[src/lcdc_consts.svh]
// Constants of the LCD driver control block: register offsets, field positions, reset values
// Assumes inclusion from package and modules by bare name
`ifndef LCDC_CONSTS_SVH
`define LCDC_CONSTS_SVH

// Register offsets, printed offsets are not all multiples of four, so these are indices
`define LCDC_IDX_POWER_DUTY     16'hFF60
`define LCDC_IDX_DISPLAY        16'hFF61
`define LCDC_IDX_CONTRAST       16'hFF62
// Byte address is four times the index
`define LCDC_ADDR_W             18

// Field positions in lcd_power_duty_ctrl
`define LCDC_SUPPLY_ON_POS      0
`define LCDC_REF_SEL_POS        1
`define LCDC_DUTY_LOW_POS       2
`define LCDC_DUTY_HIGH_POS      3
// Field positions in lcd_display_ctrl
`define LCDC_PAGE_POS           0
`define LCDC_ALL_ON_POS         1
`define LCDC_ALL_OFF_POS        2
`define LCDC_EXP_EN_POS         3

// Reset values
`define LCDC_POWER_DUTY_RST     4'h0
`define LCDC_DISPLAY_RST        4'h4

// Settling time of the drive voltages after power on
`define LCDC_SETTLE_MS          100
`define LCDC_CLK_KHZ            200000
`define LCDC_SETTLE_CYC         (`LCDC_SETTLE_MS * `LCDC_CLK_KHZ)

// Row counts per duty
`define LCDC_ROWS_DUTY8         5'h08
`define LCDC_ROWS_DUTY16        5'h10
`define LCDC_ROWS_DUTY17        5'h11

// Read data for an unmapped address
`define LCDC_UNMAPPED_DATA      32'h0000_0000

`endif

[src/lcdc_pkg.sv]
// Types of the LCD driver control block
// Assumes lcdc_consts.svh is on the include path
`include "lcdc_consts.svh"
package lcdc_pkg;

	typedef enum logic [1:0] {
		LCDC_DUTY_17 = 2'h0,
		LCDC_DUTY_16 = 2'h1,
		LCDC_DUTY_8  = 2'h3
	} lcdc_duty_t;

	typedef enum logic [1:0] {
		LCDC_SEG_NORMAL = 2'h0,
		LCDC_SEG_ON     = 2'h1,
		LCDC_SEG_OFF    = 2'h3
	} lcdc_seg_mode_t;

	typedef enum logic [1:0] {
		LCDC_BUS_IDLE = 2'h0,
		LCDC_BUS_ACK  = 2'h1
	} lcdc_bus_st_t;

endpackage

[src/lcdc_bus_slave.sv]
// Avalon-MM slave front end of the LCD driver control registers
// Assumes one clock, synchronous active-high reset, word addressed by byte address
`timescale 1ns/100ps
`include "lcdc_consts.svh"
module lcdc_bus_slave
	import lcdc_pkg::*;
(
	// Clock and reset
	input  wire logic                      clk,
	input  wire logic                      reset,
	// Avalon-MM
	input  wire logic [`LCDC_ADDR_W-1:0]   address,
	input  wire logic                      read,
	input  wire logic                      write,
	input  wire logic [31:0]               writedata,
	input  wire logic [3:0]                byteenable,
	output logic      [31:0]               readdata,
	output logic                           waitrequest,
	// Register side
	output logic                           wr_power_duty,
	output logic                           wr_display,
	output logic                           wr_contrast,
	output logic      [3:0]                wr_data,
	input  wire logic [3:0]                rd_power_duty,
	input  wire logic [3:0]                rd_display,
	input  wire logic [3:0]                rd_contrast
);
	import lcdc_pkg::*;

	typedef struct packed {
		lcdc_bus_st_t st;
		logic [31:0]  rdata;
	} lcdc_bus_state_t;

	lcdc_bus_state_t s_r;
	lcdc_bus_state_t s_nxt;

	function automatic logic hit(input logic [`LCDC_ADDR_W-1:0] a, input logic [15:0] idx);
		hit = (a == {idx, 2'b00});
	endfunction

	logic take;
	logic lane0;

	// One wait cycle per access so read data always comes from a flip-flop
	assign take        = (read | write) && (s_r.st == LCDC_BUS_IDLE);
	assign waitrequest = (read | write) && (s_r.st != LCDC_BUS_ACK);
	assign readdata    = s_r.rdata;
	assign lane0       = byteenable[0];
	assign wr_data     = writedata[3:0];
	assign wr_power_duty = write && take && lane0 && hit(address, `LCDC_IDX_POWER_DUTY);
	assign wr_display    = write && take && lane0 && hit(address, `LCDC_IDX_DISPLAY);
	assign wr_contrast   = write && take && lane0 && hit(address, `LCDC_IDX_CONTRAST);

	always_comb begin
		s_nxt = s_r;
		case (s_r.st)
			LCDC_BUS_IDLE: begin
				if (read | write) begin
					s_nxt.st = LCDC_BUS_ACK;
					if (hit(address, `LCDC_IDX_POWER_DUTY))
						s_nxt.rdata = {28'h0000000, rd_power_duty};
					else if (hit(address, `LCDC_IDX_DISPLAY))
						s_nxt.rdata = {28'h0000000, rd_display};
					else if (hit(address, `LCDC_IDX_CONTRAST))
						s_nxt.rdata = {28'h0000000, rd_contrast};
					else
						s_nxt.rdata = `LCDC_UNMAPPED_DATA;
				end
			end
			LCDC_BUS_ACK: begin
				s_nxt.st = LCDC_BUS_IDLE;
			end
			default: begin
				s_nxt.st = LCDC_BUS_IDLE;
			end
		endcase
	end

	always_ff @(posedge clk) begin
		if (reset) begin
			s_r <= '{st: LCDC_BUS_IDLE, rdata: 32'h0000_0000};
		end else begin
			s_r <= s_nxt;
		end
	end

endmodule // lcdc_bus_slave

[src/lcdc_settle_timer.sv]
// Counts the drive-voltage settling time after the supply is switched on
// Assumes one clock, synchronous active-high reset
`timescale 1ns/100ps
`include "lcdc_consts.svh"
module lcdc_settle_timer
	import lcdc_pkg::*;
#(
	parameter int unsigned SETTLE_CYC = `LCDC_SETTLE_CYC
)(
	// Clock and reset
	input  wire logic clk,
	input  wire logic reset,
	// Control and status
	input  wire logic supply_on,
	output logic      settled
);
	import lcdc_pkg::*;

	typedef struct packed {
		logic [24:0] cnt;
		logic        done;
	} lcdc_tmr_state_t;

	lcdc_tmr_state_t s_r;
	lcdc_tmr_state_t s_nxt;

	always_comb begin
		s_nxt = s_r;
		if (!supply_on) begin
			s_nxt.cnt  = 25'h0000000;
			s_nxt.done = 1'b0;
		end else if (!s_r.done) begin
			if (s_r.cnt >= 25'(SETTLE_CYC - 1))
				s_nxt.done = 1'b1;
			else
				s_nxt.cnt = s_r.cnt + 25'h0000001;
		end
	end

	always_ff @(posedge clk) begin
		if (reset) begin
			s_r <= '{cnt: 25'h0000000, done: 1'b0};
		end else begin
			s_r <= s_nxt;
		end
	end

	assign settled = s_r.done;

endmodule // lcdc_settle_timer

[src/lcdc_ctrl.sv]
// LCD driver control: three 4-bit control registers over Avalon-MM and the decoded controls
// Assumes one 200 MHz clock, synchronous active-high reset, analog and waveform logic outside
//
// Operation
// - Writing one to supply-on enables the voltage generator; reads back.
// - Writing zero turns generator off and grounds all drive voltages.
// - Reset clears supply-on and sets all-off, display starts blank.
// - Reference select: one picks second level, zero first; resets zero.
// - Duty: high bit one gives 1/8, 01 gives 1/16, 00 gives 1/17.
// - All-on forces ON waveform on all columns, memory untouched.
// - All-off forces OFF waveform on all columns, memory untouched.
// - All-on wins when both all-on and all-off are set.
// - All-off is one after reset.
// - At 1/8 duty page select picks second or first memory half.
// - At 1/16 or 1/17 page select is only a storage bit.
// - Contrast code sets 16 drive levels, light to dark; reads back.
// - Contrast code not reset; software writes it and display memory.
// - With external supply option contrast code has no effect.
// - Expansion enable gates signals to external driver; resets zero.
// - Display memory bit one drives dot on, zero drives it off.
`timescale 1ns/100ps
`include "lcdc_consts.svh"
module lcdc_ctrl
	import lcdc_pkg::*;
#(
	parameter int unsigned SETTLE_CYC   = `LCDC_SETTLE_CYC,
	parameter bit          EXT_SUPPLY   = 1'b0
)(
	// Clock and reset
	input  wire logic                    clk,
	input  wire logic                    reset,
	// Avalon-MM slave
	input  wire logic [`LCDC_ADDR_W-1:0] address,
	input  wire logic                    read,
	input  wire logic                    write,
	input  wire logic [31:0]             writedata,
	input  wire logic [3:0]              byteenable,
	output logic      [31:0]             readdata,
	output logic                         waitrequest,
	// Supply generator control
	output logic                         supply_on_bit,
	output logic                         drive_grounded,
	output logic                         supply_settled,
	output logic                         reference_select_bit,
	output logic      [3:0]              contrast_drive,
	// Duty and row selection
	output lcdc_pkg::lcdc_duty_t         duty,
	output logic      [4:0]              row_count,
	output logic                         page_high,
	// Column drive
	output lcdc_pkg::lcdc_seg_mode_t     seg_mode,
	input  wire logic                    dot_data,
	output logic                         column_dot_on,
	// Expansion driver
	output logic                         expansion_driver_enable
);
	import lcdc_pkg::*;

	typedef struct packed {
		logic [3:0] power_duty;
		logic [3:0] display;
		logic       dot_on;
	} lcdc_ctrl_state_t;

	lcdc_ctrl_state_t s_r;
	lcdc_ctrl_state_t s_nxt;
	// Contrast is kept outside the reset struct since it has no reset value
	logic [3:0] contrast_r;

	logic       wr_power_duty;
	logic       wr_display;
	logic       wr_contrast;
	logic [3:0] wr_data;

	lcdc_bus_slave u_bus (
		.clk           (clk),
		.reset         (reset),
		.address       (address),
		.read          (read),
		.write         (write),
		.writedata     (writedata),
		.byteenable    (byteenable),
		.readdata      (readdata),
		.waitrequest   (waitrequest),
		.wr_power_duty (wr_power_duty),
		.wr_display    (wr_display),
		.wr_contrast   (wr_contrast),
		.wr_data       (wr_data),
		.rd_power_duty (s_r.power_duty),
		.rd_display    (s_r.display),
		.rd_contrast   (contrast_r)
	);

	// Settling status only, the wait itself is software's job
	lcdc_settle_timer #(
		.SETTLE_CYC (SETTLE_CYC)
	) u_settle (
		.clk       (clk),
		.reset     (reset),
		.supply_on (s_r.power_duty[`LCDC_SUPPLY_ON_POS]),
		.settled   (supply_settled)
	);

	function automatic lcdc_duty_t decode_duty(input logic hi, input logic lo);
		if (hi)
			decode_duty = LCDC_DUTY_8;
		else if (lo)
			decode_duty = LCDC_DUTY_16;
		else
			decode_duty = LCDC_DUTY_17;
	endfunction

	function automatic lcdc_seg_mode_t decode_seg(input logic on, input logic off);
		if (on)
			decode_seg = LCDC_SEG_ON;
		else if (off)
			decode_seg = LCDC_SEG_OFF;
		else
			decode_seg = LCDC_SEG_NORMAL;
	endfunction

	lcdc_seg_mode_t seg_nxt;

	always_comb begin
		s_nxt = s_r;
		if (wr_power_duty)
			s_nxt.power_duty = wr_data;
		if (wr_display)
			s_nxt.display = wr_data;
		seg_nxt = decode_seg(s_nxt.display[`LCDC_ALL_ON_POS], s_nxt.display[`LCDC_ALL_OFF_POS]);
		case (seg_nxt)
			LCDC_SEG_ON:     s_nxt.dot_on = 1'b1;
			LCDC_SEG_OFF:    s_nxt.dot_on = 1'b0;
			LCDC_SEG_NORMAL: s_nxt.dot_on = dot_data;
			default:         s_nxt.dot_on = 1'b0;
		endcase
	end

	always_ff @(posedge clk) begin
		if (reset) begin
			s_r <= '{power_duty: `LCDC_POWER_DUTY_RST, display: `LCDC_DISPLAY_RST,
				dot_on: 1'b0};
		end else begin
			s_r <= s_nxt;
		end
	end

	// No reset branch: contents are undefined until software writes them
	always_ff @(posedge clk) begin
		if (wr_contrast)
			contrast_r <= wr_data;
	end

	assign supply_on_bit        = s_r.power_duty[`LCDC_SUPPLY_ON_POS];
	assign drive_grounded       = !s_r.power_duty[`LCDC_SUPPLY_ON_POS];
	assign reference_select_bit = s_r.power_duty[`LCDC_REF_SEL_POS];
	// External supply ignores the code; hold it at zero rather than pass a meaningless value
	assign contrast_drive       = EXT_SUPPLY ? 4'h0 : contrast_r;
	assign duty = decode_duty(s_r.power_duty[`LCDC_DUTY_HIGH_POS],
		s_r.power_duty[`LCDC_DUTY_LOW_POS]);

	always_comb begin
		case (duty)
			LCDC_DUTY_8:  row_count = `LCDC_ROWS_DUTY8;
			LCDC_DUTY_16: row_count = `LCDC_ROWS_DUTY16;
			LCDC_DUTY_17: row_count = `LCDC_ROWS_DUTY17;
			default:      row_count = `LCDC_ROWS_DUTY17;
		endcase
	end

	// Page only moves the window at 1/8 duty; otherwise the bit is plain storage
	assign page_high = (duty == LCDC_DUTY_8) && s_r.display[`LCDC_PAGE_POS];
	assign seg_mode  = decode_seg(s_r.display[`LCDC_ALL_ON_POS],
		s_r.display[`LCDC_ALL_OFF_POS]);
	assign column_dot_on           = s_r.dot_on;
	assign expansion_driver_enable = s_r.display[`LCDC_EXP_EN_POS];

endmodule // lcdc_ctrl

[config.mk]
export PLATFORM = sky130hd
export DESIGN_NAME = lcdc_ctrl
export DESIGN_NICKNAME = d
export VERILOG_FILES = /design/src/lcdc_pkg.sv /design/src/lcdc_bus_slave.sv /design/src/lcdc_settle_timer.sv /design/src/lcdc_ctrl.sv
export VERILOG_INCLUDE_DIRS = /design/src
export SDC_FILE = /design/constraint.sdc
export NUM_CORES = 1
export LEC_CHECK = 0
export BUFFER_PORTS_ARGS = -buffer_cell sky130_fd_sc_hd__buf_2
export CAP_MARGIN = 25
export CORE_MARGIN = 1
export CORE_UTILIZATION = 47
export CTS_BUF_LIST = sky130_fd_sc_hd__clkbuf_16
export DETAILED_ROUTE_END_ITERATION = 6
export PLACE_DENSITY = 0.86
export SLEW_MARGIN = 20
export SYNTH_ARGS = -nofsm -noshare
export SYNTH_HDL_FRONTEND = slang
export SYNTH_SLANG_ARGS = --single-unit
export TNS_END_PERCENT = 30
[constraint.sdc]
create_clock -name clk -period 2.5 [get_ports clk]
set_input_delay 0.375 -clock clk [delete_from_list [all_inputs] [get_ports clk]]
set_output_delay 0.375 -clock clk [all_outputs]
set_load 0.01 [all_outputs]
* Word-level counts from Yosys, hierarchy flattened
Cells that the tools add are included.
Widths: inputs -> output; s select.
** Cells by class
- $add $sub $neg :: 1
- Order comparisons :: 1
- Equal/unequal tests :: 6
- Multiplexer cells :: 14
- Bitwise operators :: 6
- Reductions and logical operators :: 15
** Operators by type and width (number)
- $eq 18x18->1 const B :: 3
- $mux 32 :: 1
- $add 25x1->25 const B :: 1
- $ge 25x25->1 const B :: 1
- $mux 2 :: 5
- $pmux 5 s2 :: 1
- $logic_and 1x1->1 :: 8
- $mux 4 :: 2
- $not 1->1 :: 5
- $eq 2x1->1 const B :: 2
- $logic_not 2->1 :: 2
- $reduce_and 2->1 :: 2
- $reduce_or 2->1 :: 2
- $mux 1 :: 3
- $mux 3 :: 1
- $eq 2x2->1 const B :: 1
- $pmux 1 s2 :: 1
- $logic_not 1->1 :: 1
- $or 1x1->1 :: 1
** Storage, ports and cells
- Register bits after elaboration :: 72
- Bits of input ports :: 59
- Output and inout port bits :: 53
- Logic and storage cells :: 52

* Depth between registers and ports, before layout
Gate-level depths: netlist of the first run.
- Word-level depth :: 10
- Gate-level depth with buffers :: 9
- Mapped depth without buffers :: 7

* Hierarchy
From an unflattened synthesis of the first run, not the netlist that was laid out.
** Unflattened totals
- Cell total of the unflattened synthesis :: 285
- Area total of the unflattened synthesis :: 2466.1 um^2
** Modules (own cells, without submodules)
- lcdc_settle_timer :: instances 1, cells each 163, area an instance 1335.0 um^2, sequential area each 520.5 um^2
- lcdc_bus_slave :: instances 1, cells each 76, area an instance 624.3 um^2, sequential area each 100.1 um^2
- lcdc_ctrl :: instances 1, cells each 46, area an instance 506.7 um^2, sequential area each 300.3 um^2

* Worst setup path after synthesis of the first run
OpenSTA, ideal clock, no wires.
- Path type :: flip-flop to flip-flop
- Start point :: reg u_settle.s_r[1] (netlist bit)
- End point :: reg u_settle.s_r[23] (netlist bit)
- Library setup time :: 0.070 ns
- Arrival :: 1.942 ns
- Required time :: 2.430 ns
- Path slack :: 0.488 ns
- Cell stages (with the launch flop) :: 9
- Buffers on the path :: 1
- Period minus slack after synthesis :: 2.012 ns
- Path through :: dfxtp_1 > ha_1 > and3_1 > o21a_1 > o2111ai_2 > buf_2 > nand4_4 > or4_1 > a21oi_1
** Between the ends
- Word-level cells in the longest chain between the ends :: 3
- Elaborated cells on any way between the ends :: 4
- Classes of those cells :: add/sub (1); order compare (1); bitwise (1); reduce/logical (1)
** RTL lines
- from (decl) :: RTL line lcdc_settle_timer.sv:24 : lcdc_tmr_state_t s_r;
- from (signal assigned) :: RTL line lcdc_settle_timer.sv:42 : s_r <= '{cnt: 25'h0000000, done: 1'b0};
- from (signal assigned) :: RTL line lcdc_settle_timer.sv:44 : s_r <= s_nxt;
- $ge 25x25->1 :: RTL line lcdc_settle_timer.sv:33 : if (s_r.cnt >= 25'(SETTLE_CYC - 1))
- $not 1->1 (no line)
- $reduce_and 2->1 (no line)
Several ways; a longest one is shown, not always the timed one.
A chain may end at the register's enable or synchronous reset.

* Worst setup path in the final report of the first run
- Start point :: reg u_settle.s_r[19] (netlist bit)
- End point :: reg u_settle.s_r[20] (netlist bit)
Same word-level chain as after synthesis.

==> PnR_summary.wiki, run 1 <==
{| class="wikitable"
! Metric !! Value
|-
| Worst min-delay path class || primary input to flip-flop
|-
| Total of cells resized after clock tree synthesis || 0
|-
| Highest-delay cell along the critical path || sky130_fd_sc_hd__or4_4
|-
| CP Data Required Time || 2.72 ns
|-
| Worst setup path start || u_settle.s_r[19]
|-
| Initial antenna violation count || 0
|-
| WP data arrival || 2.57 ns
|-
| Fin. Hold Viols || 0
|-
| Sequential fraction of the synthesis area || between 30 and 40%
|-
| Setup crit start kind || flip-flop
|-
| Clk sink count || 44
|-
| Clock tree from TritonCTS || yes
|-
| Share of cells above drive strength 1 || 23.39%
|-
| Syn Std Cell Area || 0.002519 mm^2
|-
| Cell class contributing the biggest share of worst-path delay || simple AND/OR/NAND/NOR gates
|-
| Average footprint of a synthesized cell || 8.538 um^2
|-
| Setup violators final || 0
|-
| Unique cell type count in the Yosys netlist || 50
|-
| Largest net degree at the start of global routing || 17
|-
| Maximum vdd ir drop || between 0.0004 and 0.0005 V
|-
| Largest stage delay on the critical path || between 0.5 and 0.6 ns
|-
| Total power divided by cell area || 520.5 mW/mm^2
|-
| Number of warnings printed during yosys synthesis || 0
|-
| Clock Pin Slew Worst Setup and Hold Paths || 0.06 ns
|-
| Startpoint of the worst register-to-register path || u_settle.s_r[19]
|-
| Slack of the worst reg-to-reg path || 0.15 ns
|-
| Worst hold path depth || 1
|-
| First-pass iteration count of the detailed router || 4
|-
| Type of destination of the critical path || flip-flop
|-
| Top achievable clock speed || 425.6 MHz
|-
| Worst-case setup slack after placement || ~0.20 ns
|-
| Maximum fanout along the worst path || 11
|-
| Static leakage power || 1.197 nW
|-
| Sum Neg Setup Slack || 0 ns
|-
| Hold-fix buffers at CTS || 0
|-
| Synth Instances || ~300
|-
| HPWL after DPL || 3.964 mm
|-
| Asr flop ratio synth || 0%
|-
| Cell type with the largest total area after synthesis || sky130_fd_sc_hd__dfxtp_1
|-
| Total of buffers placed on input and output ports || 50
|-
| RSZ-0062 raised after global routing || false
|-
| NumNets Final || 401
|-
| Largest cells by area after synthesis || sky130_fd_sc_hd__dfxtp_1 (32%), sky130_fd_sc_hd__buf_4 (10%), sky130_fd_sc_hd__mux2i_1 (5.2%)
|-
| Chip width || about 75 um
|-
| Endpoint of the worst-slack reg-to-reg timing path || u_settle.s_r[20]
|-
| Maximum clock path buffer count || 2
|-
| Proportion of netlist area held by the largest area contributor || 31.79%
|-
| Number of maximum-capacitance constraint violations || 0
|-
| Hold EP || contrast_drive[0]
|-
| Count of buffering cells on the critical path with inverters included || 1
|-
| Global-route congestion overflow total || 0
|-
| Boundary pin count || 112
|-
| Standard-cell row count || 26
|-
| DR iter-0 viols || 102
|-
| Vias per cell || 5.286
|-
| Post-synthesis to final-layout area growth || 13.61%
|-
| Via count of the first global-routing pass || just under 2,000
|-
| Worst Slack Setup Final || between 0.15 and 0.2 ns
|-
| Status || finished, final reports clean
|-
| Number of antenna cells inserted || 0
|-
| Post-DRT Antenna Nets || 0
|-
| GRT Util Overall || 20.24%
|-
| Leading register cell type out of synthesis || sky130_fd_sc_hd__dfxtp_1
|-
| Commonest cells after routing, fill and taps aside || sky130_fd_sc_hd__buf_2 (50), sky130_fd_sc_hd__dfxtp_1 (40), sky130_fd_sc_hd__conb_1 (30), sky130_fd_sc_hd__nor2_1 (29), sky130_fd_sc_hd__nand2_1 (27)
|-
| Max-slew violation total from the final report || 0
|-
| Worst clock skew || 0.003871 ns
|-
| Most common cell after layout, fill and taps aside || sky130_fd_sc_hd__buf_2
|-
| Wire length of the first global-routing pass || 8.576 mm
|-
| Initial cell density of the core || between 40% and 50%
|-
| Final critical path time including I/O delays and setup || 2.350 ns
|-
| Cell chain of the critical path || or4_4 > nor2_4 > a21o_4 > nand3_2 > buf_4 > or3_1 > a21oi_1
|-
| Total wire length || 5.360 mm
|-
| Number of flip-flops and latches in the synthesized netlist || 44
|-
| WL per Instance || 13.01 um
|-
| Final weighted congestion of routability-driven global placement || 0.8437
|-
| TritonCTS buffer count || 5
|-
| Floorplan Core Area || 0.005140 mm^2
|-
| Vertical die dimension || 75.21 um
|-
| H-tree lvl count || 2
|-
| Via Count || approximately 2,200
|-
| Clk_lat worst skew || between 0.2 and 0.3 ns
|-
| Setup Buffers After CTS || 0
|-
| Transition time of the tightest slew-check pin || 0.5194 ns
|-
| Hold path startpoint || writedata[0]
|-
| Worst Reg-to-Reg Cells || 7
|-
| Buffer type at the clock tree root || sky130_fd_sc_hd__clkbuf_16
|-
| Number of DRC violations after detailed routing || 0
|-
| Start-to-end type of the worst setup path || flip-flop to flip-flop
|-
| Full die area || approximately 0.0057 mm^2
|-
| Final cycle utilization of the critical path || 93.99%
|-
| Number of synthesized flops with an enable pin || 4
|-
| Worst slew slack as a fraction of its limit || around two thirds
|}
-- layer usage --
layer,global-route usage (%),vias to the layer above,wire length (um)
li1,-,1071,-
met1,21.68,998,2171
met2,38.64,96,2711
met3,3.748,13,385
met4,8.642,0,91
met5,0,-,0
-- logic make-up (layout without fill, tap and decap cells) --
group           count (synthesis)  count (layout)  share of synthesized area [%]
compound gates                 38              38                          10.13
xor+xnor                        9               9                          3.130
fa+ha+maj                       1               1                         0.4967
buf+inv                        59              77                          15.05
flops                          44              44                          36.56
mux                            13              13                          5.166
other cells                     1              30                         0.1489
simple gates                  130             130                          29.31
-- through the flow --
stage / utilization [%] / cells / hold WS (ns) / area, um^2 / power (mW)
after floorplan: - / 324 / 0.4323 / 2628 / 0.8041
after global placement: 52.43 / 404 / 0.4384 / 2695 / 0.7953
after detailed placement: 52.43 / 404 / 0.4429 / 2695 / 0.7966
after CTS: 55.67 / 412 / 0.2896 / 2861 / 1.504
after global routing: 55.67 / 412 / 0.2986 / 2861 / 1.544
final: 55.67 / 412 / 0.2947 / 2861 / 1.490
-- power by group --
| part | internal, mW | total, mW | switching [mW] | leakage [nW] |
|---|---|---|---|---|
| clock network | 0.434 | 0.708 | 0.274 | 0.0786 |
| registers | 0.712 | 0.713 | 0.000522 | 0.358 |
| logic | 0.0239 | 0.0692 | 0.0453 | 0.760 |
-- state kept, by name, summed over array words and instances (netlist names) --
| register | count |
|---|---|
| u_settle.s_r | 25 |
| s_r | 5 |
| contrast_drive | 4 |
| u_bus.readdata | 4 |
| column_dot_on | 1 |
| expansion_driver_enable | 1 |
| reference_select_bit | 1 |
| supply_on_bit | 1 |
| u_bus.s_r | 1 |
| u_settle.settled | 1 |
-- worst reg2reg max path: stages, from the launching register on --
cell and delay (ns):
sky130_fd_sc_hd__dfxtp_1 0.39, sky130_fd_sc_hd__or4_4 0.59, sky130_fd_sc_hd__nor2_4 0.12, sky130_fd_sc_hd__a21o_4 0.22
sky130_fd_sc_hd__nand3_2 0.22, sky130_fd_sc_hd__buf_4 0.26, sky130_fd_sc_hd__or3_1 0.35, sky130_fd_sc_hd__a21oi_1 0.14
-- cells in the mapped netlist (2+ instances only) --
master,count
sky130_fd_sc_hd__a41o_1,2
sky130_fd_sc_hd__nor3_1,3
sky130_fd_sc_hd__a21oi_1,12
sky130_fd_sc_hd__xor2_1,7
sky130_fd_sc_hd__mux2i_1,13
sky130_fd_sc_hd__clkbuf_1,9
sky130_fd_sc_hd__or4_1,6
sky130_fd_sc_hd__nand4_1,14
sky130_fd_sc_hd__and3_1,2
sky130_fd_sc_hd__and4_1,7
sky130_fd_sc_hd__buf_4,35
sky130_fd_sc_hd__nor4b_1,2
sky130_fd_sc_hd__nor4_1,3
sky130_fd_sc_hd__and2_1,2
sky130_fd_sc_hd__nor3b_1,2
sky130_fd_sc_hd__a31oi_1,2
sky130_fd_sc_hd__nand2b_1,2
sky130_fd_sc_hd__nor2b_1,2
sky130_fd_sc_hd__buf_2,3
sky130_fd_sc_hd__o31ai_1,3
sky130_fd_sc_hd__buf_6,3
sky130_fd_sc_hd__o211ai_1,4
sky130_fd_sc_hd__xnor2_1,2
sky130_fd_sc_hd__nor2_1,29
sky130_fd_sc_hd__nand3_1,12
sky130_fd_sc_hd__dfxtp_1,40
sky130_fd_sc_hd__or2_2,4
sky130_fd_sc_hd__inv_1,9
sky130_fd_sc_hd__or3_1,4
sky130_fd_sc_hd__o21ai_0,8
sky130_fd_sc_hd__edfxtp_1,4
sky130_fd_sc_hd__nand2_1,27
-- area by class of cell --
type | instances | area [um^2]
inverters | 9 | 33.78
repair buffers | 60 | 325.3
clock inverters | 2 | 16.27
flip-flops and latches | 44 | 920.9
clock buffers | 6 | 150.1
multi-input cells | 221 | 1328
well taps | 70 | 87.58
fillers | 478 | 2278
-- worst max path at each step --
stage                            end  slack [ns]  cells past startpoint
floorplan           u_settle.s_r[23]        0.49                      8
global placement    u_settle.s_r[18]        0.24                      7
detailed placement  u_settle.s_r[18]        0.20                      7
CTS                 u_settle.s_r[18]        0.16                      7
global route        u_settle.s_r[16]        0.01                      7
finish              u_settle.s_r[20]        0.15                      7
(Power assumes the default switching activity.)
==> inputs of run 2 (changes only) <==
ABC_AREA = 1   (was default)
CORE_UTILIZATION = 50   (was 47)
PLACE_DENSITY = 0.87   (was 0.86)
==> run 2 against run 1 <==
Net effect:
- sequential share of layout area fell by 4.1 points
- clock power shrank 9.0%
- routed wire length up 31%
- register-to-register slack better by 0.31 ns
- global-route usage grew 3.9 points
- cell count is 44% higher
- synthesized cell count increased by 61%
- worst hold slack improved by 0.0019 ns
- critical path type unchanged
- largest power group unchanged
==> PnR_summary.wiki, run 2 <==
{| class="wikitable"
! Metric !! Value
|-
| Standard-cell row count || 27
|-
| H-tree lvl count || 2
|-
| Total power divided by cell area || 436.6 mW/mm^2
|-
| Worst min-delay path class || primary input to flip-flop
|-
| Cell chain of the critical path || ha_1 > nand2_1 > nor2_4 > nand2_2 > nand3_2 > nand2_4 > nand2_4 > nand2_1 > a21oi_1
|-
| Largest cells by area after synthesis || sky130_fd_sc_hd__dfxtp_1 (27%), sky130_fd_sc_hd__nand2_1 (18%), sky130_fd_sc_hd__buf_4 (9.0%)
|-
| Transition time of the tightest slew-check pin || ~0.84 ns
|-
| Leading registers by flop count || u_settle.s_r x25, s_r x5
|-
| Clk sink count || 44
|-
| Setup Buffers After CTS || 0
|-
| Clock Pin Slew Worst Setup and Hold Paths || 0.06 ns
|-
| Cell type with the largest total area after synthesis || sky130_fd_sc_hd__dfxtp_1
|-
| CP Data Required Time || 2.70 ns
|-
| Startpoint of the worst register-to-register path || u_settle.s_r[1]
|-
| Average footprint of a synthesized cell || approximately 6.3 um^2
|-
| DR iter-0 viols || ~180
|-
| NumNets Final || 580
|-
| Total power || 1.433 mW
|-
| Initial cell density of the core || 53.07%
|-
| Chip width || ~79 um
|-
| Commonest cells after routing, fill and taps aside || sky130_fd_sc_hd__nand2_1 (146), sky130_fd_sc_hd__nor2_1 (68), sky130_fd_sc_hd__buf_2 (50), sky130_fd_sc_hd__nand3_1 (46), sky130_fd_sc_hd__inv_1 (44)
|-
| Largest stage delay on the critical path || between 0.4 and 0.5 ns
|-
| Vias per cell || around 5.1
|-
| Leading register cell type out of synthesis || sky130_fd_sc_hd__dfxtp_1
|-
| WL per Instance || around 12 um
|-
| Final critical path time including I/O delays and setup || 2.044 ns
|-
| Total wire length || between 7 and 8 mm
|-
| Via count of the first global-routing pass || ~2,800
|-
| Clock tree from TritonCTS || yes
|-
| Syn Std Cell Area || about 0.0030 mm^2
|-
| Worst-case setup slack after placement || 0.4801 ns
|-
| Number of flip-flops and latches in the synthesized netlist || 44
|-
| Number of DRC violations after detailed routing || 0
|-
| Hold slack final || 0.2966 ns
|-
| Number of warnings printed during yosys synthesis || 0
|-
| RSZ-0062 raised after global routing || false
|-
| Number of maximum-capacitance constraint violations || 0
|-
| Boundary pin count || 112
|-
| Hold-fix buffers at CTS || 0
|-
| Max-slew violation total from the final report || 0
|-
| Post-synthesis to final-layout area growth || 9.653%
|-
| Floorplan Core Area || 0.005642 mm^2
|-
| Max FFs per register || 25
|-
| HPWL after DPL || 5.274 mm
|-
| Clk_lat worst skew || 0.29 ns
|-
| Slack of the worst reg-to-reg path || 0.46 ns
|-
| Vertical die dimension || 79.39 um
|-
| Maximum vdd ir drop || 0.0004682 V
|-
| Global-route congestion overflow total || 0
|-
| Endpoint of the worst setup timing path || u_settle.s_r[21]
|-
| Largest net degree at the start of global routing || 26
|-
| Total of buffers placed on input and output ports || 50
|-
| Unique cell type count in the Yosys netlist || 28
|-
| Register with the most flip-flops || u_settle.s_r
|-
| Endpoint of the worst-slack reg-to-reg timing path || u_settle.s_r[21]
|-
| Proportion of netlist area held by the largest area contributor || 26.74%
|-
| Maximum fanout along the worst path || 24
|-
| Final weighted congestion of routability-driven global placement || approximately 0.9
|-
| Setup crit start kind || flip-flop
|-
| Most frequent cells after synthesis || sky130_fd_sc_hd__nand2_1 (146), sky130_fd_sc_hd__nor2_1 (68), sky130_fd_sc_hd__nand3_1 (46)
|-
| Full die area || 0.006302 mm^2
|-
| Share of cells above drive strength 1 || 14.81%
|-
| Via Count || 3,012
|-
| Top achievable clock speed || between 400 and 500 MHz
|-
| Fin. Hold Viols || 0
|-
| Post-Route Utilization || 58.19%
|-
| Worst Slack Setup Final || 0.4557 ns
|-
| Buffer type at the clock tree root || sky130_fd_sc_hd__clkbuf_16
|-
| Initial antenna violation count || 0
|-
| Sum Neg Setup Slack || 0 ns
|-
| Most common cell in the netlist || sky130_fd_sc_hd__nand2_1
|-
| Number of fill cells in the layout || approximately 530
|-
| WP data arrival || 2.25 ns
|-
| Asr flop ratio synth || 0%
|-
| Total of cells resized after clock tree synthesis || 0
|-
| Final cycle utilization of the critical path || around four fifths
|-
| Setup violators final || 0
|-
| Static leakage power || 1.417 nW
|-
| Most common cell after layout, fill and taps aside || sky130_fd_sc_hd__nand2_1
|-
| Start-to-end type of the worst setup path || flip-flop to flip-flop
|-
| Type of destination of the critical path || flip-flop
|-
| Maximum clock path buffer count || 2
|-
| Sequential fraction of the synthesis area || 30.76%
|-
| Worst Reg-to-Reg Cells || 9
|-
| Status || finished, final reports clean
|-
| Worst clock skew || 0.004775 ns
|-
| Worst setup path start || u_settle.s_r[1]
|-
| Number of antenna cells inserted || 0
|-
| First-pass iteration count of the detailed router || 4
|-
| Synth Instances || 476
|-
| Highest-delay cell along the critical path || sky130_fd_sc_hd__dfxtp_1
|-
| Post-DRT Antenna Nets || 0
|-
| Wire length of the first global-routing pass || approximately 12 mm
|-
| Number of synthesized flops with an enable pin || 4
|-
| TritonCTS buffer count || 5
|-
| GRT Util Overall || 24.14%
|-
| Worst slew slack as a fraction of its limit || 44.21%
|}
## run 2: cell types whose count changed after synthesis, moves of 4 or more
cell                       delta
sky130_fd_sc_hd__or2_2        -4
sky130_fd_sc_hd__a21oi_1     +17
sky130_fd_sc_hd__nand3_1     +34
sky130_fd_sc_hd__clkbuf_1     -5
sky130_fd_sc_hd__nor2_4       +4
sky130_fd_sc_hd__nand2_1    +119
sky130_fd_sc_hd__inv_1       +35
sky130_fd_sc_hd__or4_1        -6
sky130_fd_sc_hd__nor2_1      +39
sky130_fd_sc_hd__o211ai_1     -4
sky130_fd_sc_hd__nand4_1      -5
sky130_fd_sc_hd__mux2i_1     -13
sky130_fd_sc_hd__or3_1        -4
sky130_fd_sc_hd__and4_1       -7
## run 2: worst min-delay path by stage
stage | start | to | depth (start not counted)
after global placement | u_bus.readdata[3] | u_bus.readdata[3] | 2
after floorplan | u_bus.readdata[0] | u_bus.readdata[0] | 2
final | writedata[2] | contrast_drive[2] | 1
after detailed placement | u_bus.readdata[1] | u_bus.readdata[1] | 2
after global routing | writedata[3] | contrast_drive[3] | 1
after CTS | writedata[3] | contrast_drive[3] | 1
## run 2: worst max-delay path, delay by kind of cell, from the launching register on
kind / cells / cell delay [ns]
simple gates: 7 / 0.99
flops: 1 / 0.45
compound gates: 1 / 0.17
fa+ha+maj: 1 / 0.34
## run 2: layout make-up
type | count | area (um^2) | area share, %
clock buffers | 5 | 125.1 | 3.811
clock inverters | 2 | 12.51 | 0.3811
inverters | 47 | 176.4 | 5.373
multi-input cells | 368 | 1678 | 51.11
flip-flops and latches | 44 | 920.9 | 28.05
well taps | 72 | 90.09 | 2.744
repair buffers | 54 | 280.3 | 8.537
## run 2: routing by layer
layer	part of all wire (%)	track usage, %
met5	0	0
met4	2.0	10.00
met3	8.3	6.971
met2	48	41.55
met1	42	27.85
## run 2: per-stage QoR
stage | cells | cell area, um^2
3_3_place_gp | 585 | 3146
5_1_grt | 592 | 3283
4_1_cts | 592 | 3283
3_5_place_dp | 585 | 3146
2_1_floorplan | 505 | 3103
6_report | 592 | 3283
## run 2: cells by family (layout without fill, tap and decap cells)
| family | Yosys count | in the layout | share of synthesized area (%) |
|---|---|---|---|
| adder cells (fa/ha/maj) | 1 | 1 | 0.4178 |
| XOR/XNOR | 11 | 11 | 3.218 |
| buffers and inverters | 93 | 108 | 16.84 |
| AO/OA/AOI/OAI | 39 | 39 | 7.104 |
| other | 1 | 30 | 0.1252 |
| AND/OR/NAND/NOR | 287 | 287 | 41.54 |
| flip-flops | 44 | 44 | 30.76 |
## run 2: power by group
group | internal [mW] | switching, mW
Combinational | 0.0237 | 0.0537
Clock | 0.363 | 0.281
Sequential | 0.712 | 0.000306
